File: config.mk
export PLATFORM = sky130hd
export DESIGN_NAME = ldm_core
export DESIGN_NICKNAME = d
export VERILOG_FILES = /design/src/include/ldm_pkg.sv /design/src/include/ldm_pwm_if.sv /design/src/logic/ldm_pwm_gen.sv /design/src/logic/ldm_core.sv
export VERILOG_INCLUDE_DIRS = /design/src /design/src/include
export SDC_FILE = /design/constraint.sdc
export NUM_CORES = 1
export LEC_CHECK = 0
export ABC_AREA = 1
export ABC_CLOCK_PERIOD_IN_PS = 7950
export BUFFER_PORTS_ARGS = -buffer_cell sky130_fd_sc_hd__buf_2
export CAP_MARGIN = 20
export CORE_ASPECT_RATIO = 0.9
export CORE_MARGIN = 4
export CORE_UTILIZATION = 50
export DETAILED_ROUTE_END_ITERATION = 6
export PLACE_DENSITY = 0.69
export SYNTH_ARGS = -nofsm -noshare
export SYNTH_HDL_FRONTEND = slang
export SYNTH_SLANG_ARGS = --single-unit
File: constraint.sdc
create_clock -name mclk -period 7.95 [get_ports mclk]
set_clock_uncertainty 0.05 [all_clocks]
set_input_delay 1.1925 -clock mclk [delete_from_list [all_inputs] [get_ports mclk]]
set_output_delay 1.1925 -clock mclk [all_outputs]
set_load 0.05 [all_outputs]
File: src/include/ldm_defines.svh
`ifndef LDM_DEFINES_SVH
`define LDM_DEFINES_SVH

// Timing
`define LDM_CLK_NS 4
`define LDM_OL_TIME_NS 10000
`define LDM_OL_CYC ((`LDM_OL_TIME_NS + `LDM_CLK_NS - 1) / `LDM_CLK_NS)
`define LDM_RES_NS 400
`define LDM_TICK_CYC (`LDM_RES_NS / `LDM_CLK_NS)
`define LDM_P125_US 8000
`define LDM_P125_TICKS (`LDM_P125_US * 1000 / `LDM_RES_NS)

// Duty arithmetic, Q16
`define LDM_Q16_ONE 17'h1_0000
`define LDM_LOG_ALPHA 17'h0_F274
`define LDM_LVL_MAX 7'h7F

// Register indices
`define LDM_REG_HOST_CFG 3'h0
`define LDM_REG_READBACK 3'h1
`define LDM_REG_FAULT 3'h2
`define LDM_REG_LEVEL 3'h3
`define LDM_REG_CHAN_SEL 3'h4
`define LDM_REG_OPTIONS 3'h5

// Field positions
`define LDM_F_MODE 15
`define LDM_F_ACTIVATE 12
`define LDM_F_LOW_RATE 7
`define LDM_F_LINEAR 1
`define LDM_F_HIGH_RATE 0

// Reset values
`define LDM_RST16 16'h0000
`define LDM_RST8 8'h00

`endif

File: src/include/ldm_pkg.sv
package ldm_pkg;
	typedef logic [11:0] ldm_chan_t;
	typedef logic [14:0] ldm_ticks_t;
	typedef logic [16:0] ldm_q16_t;
	typedef enum logic {ldm_calc_idle, ldm_calc_step} ldm_calc_st_t;

	function automatic ldm_q16_t ldm_mul_q16(input ldm_q16_t a, input ldm_q16_t b);
		logic [33:0] p;
		p = a * b;
		return p[32:16];
	endfunction
endpackage

File: src/include/ldm_pwm_if.sv
`timescale 1ns/100ps
interface ldm_pwm_if;
	logic [6:0] level;
	logic linear;
	logic high_rate;
	logic low_rate;
	logic run;
	logic wave;
	modport core (output level, linear, high_rate, low_rate, run, input wave);
	modport gen (input level, linear, high_rate, low_rate, run, output wave);
endinterface

File: src/logic/ldm_pwm_gen.sv
`timescale 1ns/100ps
`include "ldm_defines.svh"
module ldm_pwm_gen #(parameter int P125_TICKS = `LDM_P125_TICKS)
(
	// Clock and reset
	input wire logic mclk,
	input wire logic rst_n,
	// Settings and waveform
	ldm_pwm_if.gen pif
);
	localparam ldm_pkg::ldm_ticks_t PER125 = 15'(P125_TICKS);
	localparam logic [6:0] TICK_LAST = 7'(`LDM_TICK_CYC - 1);

	logic [6:0] tick_r, tick_nxt;
	ldm_pkg::ldm_ticks_t cnt_r, cnt_nxt, len_r, len_nxt, on_r, on_nxt, per_sel;
	ldm_pkg::ldm_q16_t frac_r, frac_nxt, work_r, work_nxt, scaled;
	logic [6:0] steps_r, steps_nxt;
	logic [7:0] key_r, key_nxt;
	logic wave_r, wave_nxt, restart;
	ldm_pkg::ldm_calc_st_t st_r, st_nxt;

	assign pif.wave = wave_r;

	always_comb
	begin
		per_sel = pif.high_rate ? (PER125 >> 2) : (pif.low_rate ? (PER125 >> 1) : PER125);
		scaled = ldm_pkg::ldm_mul_q16({2'b00, per_sel}, frac_r);
		tick_nxt = (tick_r == TICK_LAST) ? 7'h00 : tick_r + 7'h01;
		restart = !pif.run || ((tick_r == TICK_LAST) && (cnt_r >= len_r - 15'h0001));
		cnt_nxt = cnt_r;
		len_nxt = len_r;
		on_nxt = on_r;
		// Duty is taken only at a period boundary or while stopped, so a change never glitches a cycle
		if (restart)
		begin
			cnt_nxt = '0;
			len_nxt = per_sel;
			on_nxt = scaled[14:0];
		end
		else if (tick_r == TICK_LAST)
			cnt_nxt = cnt_r + 15'h0001;
		if (!pif.run)
			tick_nxt = '0;
		wave_nxt = pif.run && (cnt_r < on_r);
	end

	// Log curve: alpha applied once per cycle, 127 - level times
	always_comb
	begin
		st_nxt = st_r;
		key_nxt = key_r;
		frac_nxt = frac_r;
		work_nxt = work_r;
		steps_nxt = steps_r;
		case (st_r)
			ldm_pkg::ldm_calc_idle:
				if ({pif.linear, pif.level} != key_r)
				begin
					key_nxt = {pif.linear, pif.level};
					if (pif.linear)
						frac_nxt = {({1'b0, pif.level} + 8'h01), 9'h000};
					else
					begin
						work_nxt = `LDM_Q16_ONE;
						steps_nxt = `LDM_LVL_MAX - pif.level;
						st_nxt = ldm_pkg::ldm_calc_step;
					end
				end
			ldm_pkg::ldm_calc_step:
				if (steps_r == 7'h00)
				begin
					frac_nxt = work_r;
					st_nxt = ldm_pkg::ldm_calc_idle;
				end
				else
				begin
					work_nxt = ldm_pkg::ldm_mul_q16(work_r, `LDM_LOG_ALPHA);
					steps_nxt = steps_r - 7'h01;
				end
			default:
				st_nxt = ldm_pkg::ldm_calc_idle;
		endcase
	end

	always_ff @(posedge mclk or negedge rst_n)
	begin
		if (!rst_n)
		begin
			tick_r <= '0;
			cnt_r <= '0;
			len_r <= '0;
			on_r <= '0;
			wave_r <= 1'b0;
			st_r <= ldm_pkg::ldm_calc_idle;
			key_r <= `LDM_RST8;
			frac_r <= {9'h000, 8'h80};
			work_r <= '0;
			steps_r <= '0;
		end
		else
		begin
			tick_r <= tick_nxt;
			cnt_r <= cnt_nxt;
			len_r <= len_nxt;
			on_r <= on_nxt;
			wave_r <= wave_nxt;
			st_r <= st_nxt;
			key_r <= key_nxt;
			frac_r <= frac_nxt;
			work_r <= work_nxt;
			steps_r <= steps_nxt;
		end
	end
endmodule

File: src/logic/ldm_core.sv
`timescale 1ns/100ps
`include "ldm_defines.svh"
// Function
// - The readback register returns the host on bits in host mode, else the chosen stand-alone bits, with mode, diagnostic and activate bits on top.
// - A channel's fault bit sets only after open load has lasted longer than 10 us.
// - Reading the fault register clears it once the value has been returned.
// - The generator offers 128 dimming steps from one shared 7-bit level.
// - The log curve gives duty 100 * 0.9471^(127 - level) percent on a 400 ns grid.
// - With the high rate clear, the low rate bit picks 250 Hz when set and 125 Hz when clear.
// - With the high rate set, dimming runs at 500 Hz whatever the low rate bit.
// - Each channel's dim enable bit applies the waveform to that channel or leaves it undimmed.
// - The linear select bit chooses the log curve at 0 and a linear map at 1.
// - The activate bit runs the generator; clearing it stops dimming but keeps the enables.
// - Host mode holds only while the mode flag is set and the logic supply is present.
// - A host channel bit of 0 turns the output off and 1 turns it on.
module ldm_core #(parameter int P125_TICKS = `LDM_P125_TICKS)
(
	// Clock and reset
	input wire logic mclk,
	input wire logic rst_n,
	// Register access
	input wire logic reg_wr,
	input wire logic reg_rd,
	input wire logic [2:0] reg_addr,
	input wire logic [15:0] reg_wdata,
	output logic [15:0] reg_rdata,
	output logic reg_rvalid,
	// Device pins
	input wire logic vdd_present,
	input wire logic standalone_b_sel,
	input wire logic [11:0] open_load_pin,
	// Stand-alone bank
	input wire logic [11:0] standalone_config_a,
	input wire logic [11:0] standalone_config_b,
	// Channel drive
	output logic [11:0] channel_output
);
	localparam logic [11:0] OL_CYC = 12'(`LDM_OL_CYC);

	ldm_pwm_if pif ();

	logic [13:0] sync1_r, sync2_r;
	logic vdd_s, bsel_s;
	ldm_pkg::ldm_chan_t ol_s, sa_bits, on_bits, fault_set;
	logic host_mode;
	logic [15:0] rb_val;

	logic [15:0] host_cfg_r, host_cfg_nxt, rdata_r, rdata_nxt;
	logic [7:0] lvl_r, lvl_nxt;
	logic [1:0] opt_r, opt_nxt;
	ldm_pkg::ldm_chan_t en_r, en_nxt, fault_r, fault_nxt, out_r, out_nxt;
	logic rvalid_r, rvalid_nxt;
	logic [11:0] ol_cnt_r [12];
	logic [11:0] ol_cnt_nxt [12];

	assign vdd_s = sync2_r[13];
	assign bsel_s = sync2_r[12];
	assign ol_s = sync2_r[11:0];
	assign reg_rdata = rdata_r;
	assign reg_rvalid = rvalid_r;
	assign channel_output = out_r;

	assign pif.level = lvl_r[6:0];
	assign pif.low_rate = lvl_r[`LDM_F_LOW_RATE];
	assign pif.linear = opt_r[`LDM_F_LINEAR];
	assign pif.high_rate = opt_r[`LDM_F_HIGH_RATE];
	assign pif.run = host_cfg_r[`LDM_F_ACTIVATE];

	ldm_pwm_gen #(.P125_TICKS(P125_TICKS)) u_gen
	(
		.mclk(mclk),
		.rst_n(rst_n),
		.pif(pif)
	);

	// Channel selection and readback
	always_comb
	begin
		host_mode = host_cfg_r[`LDM_F_MODE] && vdd_s;
		sa_bits = bsel_s ? standalone_config_b : standalone_config_a;
		on_bits = host_mode ? host_cfg_r[11:0] : sa_bits;
		rb_val = {host_cfg_r[15:12], on_bits};
		for (int k = 0; k < 12; k++)
			out_nxt[k] = on_bits[k] && (!(en_r[k] && pif.run) || pif.wave);
	end

	// Open-load filters
	always_comb
	begin
		for (int k = 0; k < 12; k++)
		begin
			ol_cnt_nxt[k] = '0;
			if (ol_s[k])
				ol_cnt_nxt[k] = (ol_cnt_r[k] < OL_CYC) ? ol_cnt_r[k] + 12'h001 : ol_cnt_r[k];
			fault_set[k] = ol_s[k] && (ol_cnt_r[k] == OL_CYC);
		end
	end

	// Register file
	always_comb
	begin
		host_cfg_nxt = host_cfg_r;
		lvl_nxt = lvl_r;
		opt_nxt = opt_r;
		en_nxt = en_r;
		rdata_nxt = rdata_r;
		rvalid_nxt = 1'b0;
		fault_nxt = fault_r;
		if (reg_rd)
		begin
			rvalid_nxt = 1'b1;
			case (reg_addr)
				`LDM_REG_READBACK: rdata_nxt = rb_val;
				`LDM_REG_FAULT:
				begin
					rdata_nxt = {4'h0, fault_r};
					fault_nxt = '0;
				end
				default: rdata_nxt = `LDM_RST16;
			endcase
		end
		// A fault arriving on the read cycle survives to the next read
		fault_nxt = fault_nxt | fault_set;
		if (reg_wr)
		begin
			case (reg_addr)
				`LDM_REG_HOST_CFG: host_cfg_nxt = reg_wdata;
				`LDM_REG_LEVEL: lvl_nxt = reg_wdata[7:0];
				`LDM_REG_CHAN_SEL: en_nxt = reg_wdata[11:0];
				`LDM_REG_OPTIONS: opt_nxt = reg_wdata[1:0];
				default: ;
			endcase
		end
		// Losing the logic supply drops back to stand-alone until the host sets the mode flag again
		if (!vdd_s)
			host_cfg_nxt[`LDM_F_MODE] = 1'b0;
	end

	always_ff @(posedge mclk or negedge rst_n)
	begin
		if (!rst_n)
		begin
			sync1_r <= '0;
			sync2_r <= '0;
			host_cfg_r <= `LDM_RST16;
			lvl_r <= `LDM_RST8;
			opt_r <= '0;
			en_r <= '0;
			fault_r <= '0;
			out_r <= '0;
			rdata_r <= `LDM_RST16;
			rvalid_r <= 1'b0;
			for (int k = 0; k < 12; k++)
				ol_cnt_r[k] <= '0;
		end
		else
		begin
			sync1_r <= {vdd_present, standalone_b_sel, open_load_pin};
			sync2_r <= sync1_r;
			host_cfg_r <= host_cfg_nxt;
			lvl_r <= lvl_nxt;
			opt_r <= opt_nxt;
			en_r <= en_nxt;
			fault_r <= fault_nxt;
			out_r <= out_nxt;
			rdata_r <= rdata_nxt;
			rvalid_r <= rvalid_nxt;
			for (int k = 0; k < 12; k++)
				ol_cnt_r[k] <= ol_cnt_nxt[k];
		end
	end
endmodule

---- Yosys cells after proc, flatten, opt, wreduce, memory -nomap -nowiden ----
Index checks and enable logic that the tools add are counted.
word-level totals
  output and inout bits ................... 29
  input port bits ......................... 61
  bits in registers ....................... 354
  word-level logic and storage cells ...... 238
cells by class
  equality and inequality tests ........... 38
  multiplexer cells ....................... 55
  multipliers ............................. 2
  order comparisons ....................... 14
  bitwise operators ....................... 2
  add/subtract/negate cells ............... 18
  reduce and logical (&&, ||, !) cells .... 76
operators by type and width
  kind                                                                   number
  12-bit 2-to-1 mux                                                      28
  12-bit by 1-bit adder with 12-bit output, second input constant        12
  12-bit equality test, second input constant                            12
  12-bit < comparator, second input constant                             12
  17-bit 2-to-1 mux                                                      6
  17-bit one-hot mux with 2 select lines                                 2
  15-bit 2-to-1 mux                                                      4
  1-bit logical AND                                                      39
  7-bit 2-to-1 mux                                                       5
  16-bit 2-to-1 mux                                                      2
  16-bit one-hot mux with 2 select lines                                 1
  15-bit by 17-bit multiplier with 31-bit output                         1
  17-bit by 14-bit multiplier with 31-bit output, second input constant  1
  2-bit by 1-bit != test with 1-bit output, second input constant        14
  15-bit by 1-bit adder with 15-bit output, second input constant        1
  15-bit >= comparator                                                   1
  15-bit < comparator                                                    1
  15-bit by 1-bit subtractor with 15-bit output, second input constant   1
  7-bit one-hot mux with 2 select lines                                  1
  1-bit zero test                                                        13
  1-bit logical OR                                                       13
  12-bit bitwise OR                                                      1
  2-bit AND reduction                                                    6
  2-bit != test, second input constant                                   5
  other kinds (16)                                                       23

---- Longest topological paths before layout ----
  depth after elaboration ................. 5
  mapped depth ............................ 30
  mapped depth without buffers ............ 28

---- Cells and area by module ----
Synthesis repeated with hierarchy kept, for this count alone.
second synthesis, totals
  cell total of the unflattened synthesis .. 3,739
  area, all modules ....................... 29,166.7 sq um
modules (own cells, without submodules)
  module       area each (sq um)  seq. area each (sq um)  cells each  instances
  ldm_pwm_gen  15,414.8           2,353.5                 1,948       1
  ldm_core     13,751.9           6,281.0                 1,791       1

---- Least setup slack after synthesis ----
Ideal clock, no wire load.
  path type ............................... register to register
  start point ............................. reg lvl_r[7]
  end point ............................... reg u_gen.on_r[12]
  stages on the path, launching flop included .. 27
  required time ........................... 7,783 ps
  path buffers ............................ 3
  path slack .............................. 2,302 ps
  setup time .............................. 117 ps
  arrival ................................. 5,480 ps
  clock period less this slack ............ 5,648 ps
  cell sequence ........................... dfrtp_1 > buf_2 > nor2_1 > clkbuf_1 > buf_1 > nand2_1 > fa_1 > inv_1 > fa_1 > inv_1 > fa_1 > inv_1 > fa_1 > inv_1 > fa_1 > inv_1 > ha_1 > ha_1 > nand2_1 > nor2_1 > nand2_1 > nor2_1 > nand3_1 > nand3_1 > nand2_1 > nand3_1 > nand2_1
between the ends
  word-level cells in the longest chain between the ends .. 3
RTL lines
  what                                            line                RTL
  from (decl)                                     ldm_core.sv:49      logic [7:0] lvl_r, lvl_nxt;
  from (signal assigned)                          ldm_core.sv:146     lvl_r <= `LDM_RST8;
  from (signal assigned)                          ldm_core.sv:161     lvl_r <= lvl_nxt;
  15-bit 2-to-1 mux (2 in a row)                  ldm_pwm_gen.sv:26   per_sel = pif.high_rate ? (PER125 >> 2) : (pif.low_rate ? (PER125 >> 1) : PER125);
  15-bit by 17-bit multiplier with 31-bit output  ldm_pkg.sv:9        p = a * b;
  to (signal assigned)                            ldm_pwm_gen.sv:105  on_r <= on_nxt;
  to (decl)                                       ldm_pwm_gen.sv:15   ldm_pkg::ldm_ticks_t cnt_r, cnt_nxt, len_r, len_nxt, on_r, on_nxt, per_sel;
No other way between the ends.
A chain may end at the register's enable or synchronous reset.

---- Worst setup path after layout ----
  start point ............................. reg lvl_r[7]
  end point ............................... reg u_gen.on_r[10]
Same word-level chain as after synthesis.

==> metrics.txt <==
Hold WS=293 ps; CP max FO=9; PortBufs=89; Antenna diodes=0; clock slew at reported path FFs=60 ps; Hold-fix buffers, CTS=0; Nets=4,086; DRC errors left=0; largest net degree at the start of global routing=168; CTS Buffer Depth=3; CTS tree=yes; WL per Instance=15.0 um; Hold Crit Class=flop to flop; clock latency on the worst-skew pair=570 ps; synthesized flop and latch total=345; Die Area=59,600 um2; Avg Synthesized Cell Area=8.00 um2; Net Count, Synth=4,009; Final Max Slew Viols=0; Worst path most repeated cell=inv_1; Core ar.=54,700 um2; Gates resized, CTS repair=0; Slew @ Worst Pin=958 ps; Post-Synthesis Cell Area=27,900 um2; area grow syn2layout=8.79%; period utilisation layout=0.783; hold path start=sync1_r[10]; worst path cell trace=inv_1 -> nor2_1 -> inv_1 -> nor2_1 -> fa_1 -> fa_1 -> inv_1 -> fa_1 -> inv_1 -> fa_1 -> inv_1 -> fa_1 -> inv_1 -> ha_1 -> ha_1 -> nand2_1 -> nor3_1 -> nand4_1 -> nand3_1 -> nand2_1 -> nand3_1 -> nand2_1; initial antenna violation count=0; most common cell after layout, fill and taps aside=nand2_1; synth top area cells=dfrtp_1 (31%), fa_1 (13%), ha_1 (12%); Row Count=81; minimum clock period=6220 ps; drt initial violations=1,814; Synth Warn #=0; data required time of the worst path=8330 ps; max_slew headroom=0.361; Post-synth EDFFs=0; via count=22.6k; ys async rst share=1.00; ys flop type=dfrtp_1; Starting Density=0.510; H-tree Lvls=2; post-synth top area share=0.309; Detail Route Antenna Nets=0; Post-Route Utilization=0.555; TNS Setup=0 ps; drt first pass iters=5; buffer type at the clock tree root=clkbuf_16; WS Path Type=flop to flop; Die Wd=257 um; max incr delay on CP=560 ps; setup bufs post-CTS=0; status=finished clean; cell accounting for the most synthesized area=dfrtp_1; Die H=232 um; Synth Instances=3,486; crit path launch=lvl_r[7]; CTS buffer count=40; CP Launch Type=flop; layout cells sized above 1=0.0607; number of global-route vias before repair=21.6k; Num Clock Sinks=345; CP endpoint kind=flop; final RePlAce weighted congestion=0.913; GRT Util Overall=0.219; hold path cells=0; most frequent cells in the layout=nand2_1 (746), inv_1 (634), dfrtp_1 (344); DR vias/cell=5.25; reg2reg end=u_gen.on_r[10]; reg2reg setup slack=1730 ps; Final setup viols=0; number of I/O pins=90; Hold EP=sync2_r[10]; FMAX=161 MHz; critical path's slowest cell=fa_1; Max-Cap Viols=0; unrepaired setup endpoints after global routing=no; post-synthesis cell type count=55; first-pass GRT wire length=109,000 um; sequential area share after synthesis=0.310; Hold Violations, Final=0; Routed WL=64,300 um; reg-to-reg startpoint=lvl_r[7]; dpl hpwl=50,100 um; global-route congestion overflow total=0; Arr. time, crit path=6610 ps; worst reg2reg path depth=22
## area by class of cell
cell class                 instances  area (um2)
multi-input combinational       2435       16500
fill                            5120       24400
clock buffer                      51        1090
timing repair buffer              96         520
sequential                       345        8630
tap                              705         882
clock inverter                    21         260
inverter                         645        2420
## cells in the mapped netlist (16+ instances only)
cell type and n:
nand2_2 16, inv_1 634, o21ai_1 40, xor2_1 59
nor2_1 272, ha_1 278, nand4_1 79, nand2_1 746
dfrtp_1 344, clkbuf_1 37, a21oi_1 130, o21ai_0 199
fa_1 184, nor3_1 89, nand3_1 206
## kinds of logic after synthesis
family | after synthesis | synth area share
adder cells (fa/ha/maj) | 462 | 0.257
buffers and inverters | 706 | 0.0978
AO/OA/AOI/OAI | 446 | 0.0890
AND/OR/NAND/NOR | 1456 | 0.224
flip-flops | 345 | 0.310
XOR/XNOR | 71 | 0.0226
## stage by stage
step                      cell area, um2  instances  worst slack (ps)
after floorplan                    27900       3486              2300
after global placement             29000       4226              1970
after detailed placement           29000       4226              1830
after CTS                          30300       4298              1750
after global routing               30300       4298              1210
final                              30300       4298              1730
## per-layer routing
layer	vias to the layer above	share of wire	track usage
met5	-	0	0
met4	0	0.020	0.0476
met3	91	0.063	0.0369
met2	550	0.42	0.328
met1	10600	0.49	0.336
li1	11300	-	-
## critical path, delay by kind of cell, from the launching register on
| kind | cells | cell delay, ps |
|---|---|---|
| DFF | 1 | 530 |
| adders and majority gates | 7 | 3280 |
| buffers and inverters | 6 | 650 |
| and+or+nand+nor | 9 | 1590 |
## sequential cells by signal, summed over array words and instances (netlist names)
register	flops
channel_output	12
en_r	12
fault_r	12
host_cfg_r	16
lvl_r	8
ol_cnt_r	144
opt_r	2
reg_rdata	16
reg_rvalid	1
sync1_r	14
sync2_r	14
u_gen.cnt_r	15
u_gen.frac_r	17
u_gen.key_r	8
u_gen.len_r	6
u_gen.on_r	15
u_gen.pif.wave	1
u_gen.st_r	1
u_gen.steps_r	7
u_gen.tick_r	7
u_gen.work_r	17
## how the worst max path moves through the flow
| stage | slack [ps] | end |
|---|---|---|
| 6_report | 1730 | u_gen.on_r[10] |
| 3_5_place_dp | 1830 | u_gen.on_r[10] |
| 5_1_grt | 1210 | u_gen.on_r[10] |
| 3_3_place_gp | 1970 | u_gen.on_r[12] |
| 2_1_floorplan | 2300 | u_gen.on_r[12] |
| 4_1_cts | 1750 | u_gen.on_r[10] |
Power is not shown: default switching activity piles up to over one toggle a cycle in this logic, so the estimate is an artifact.
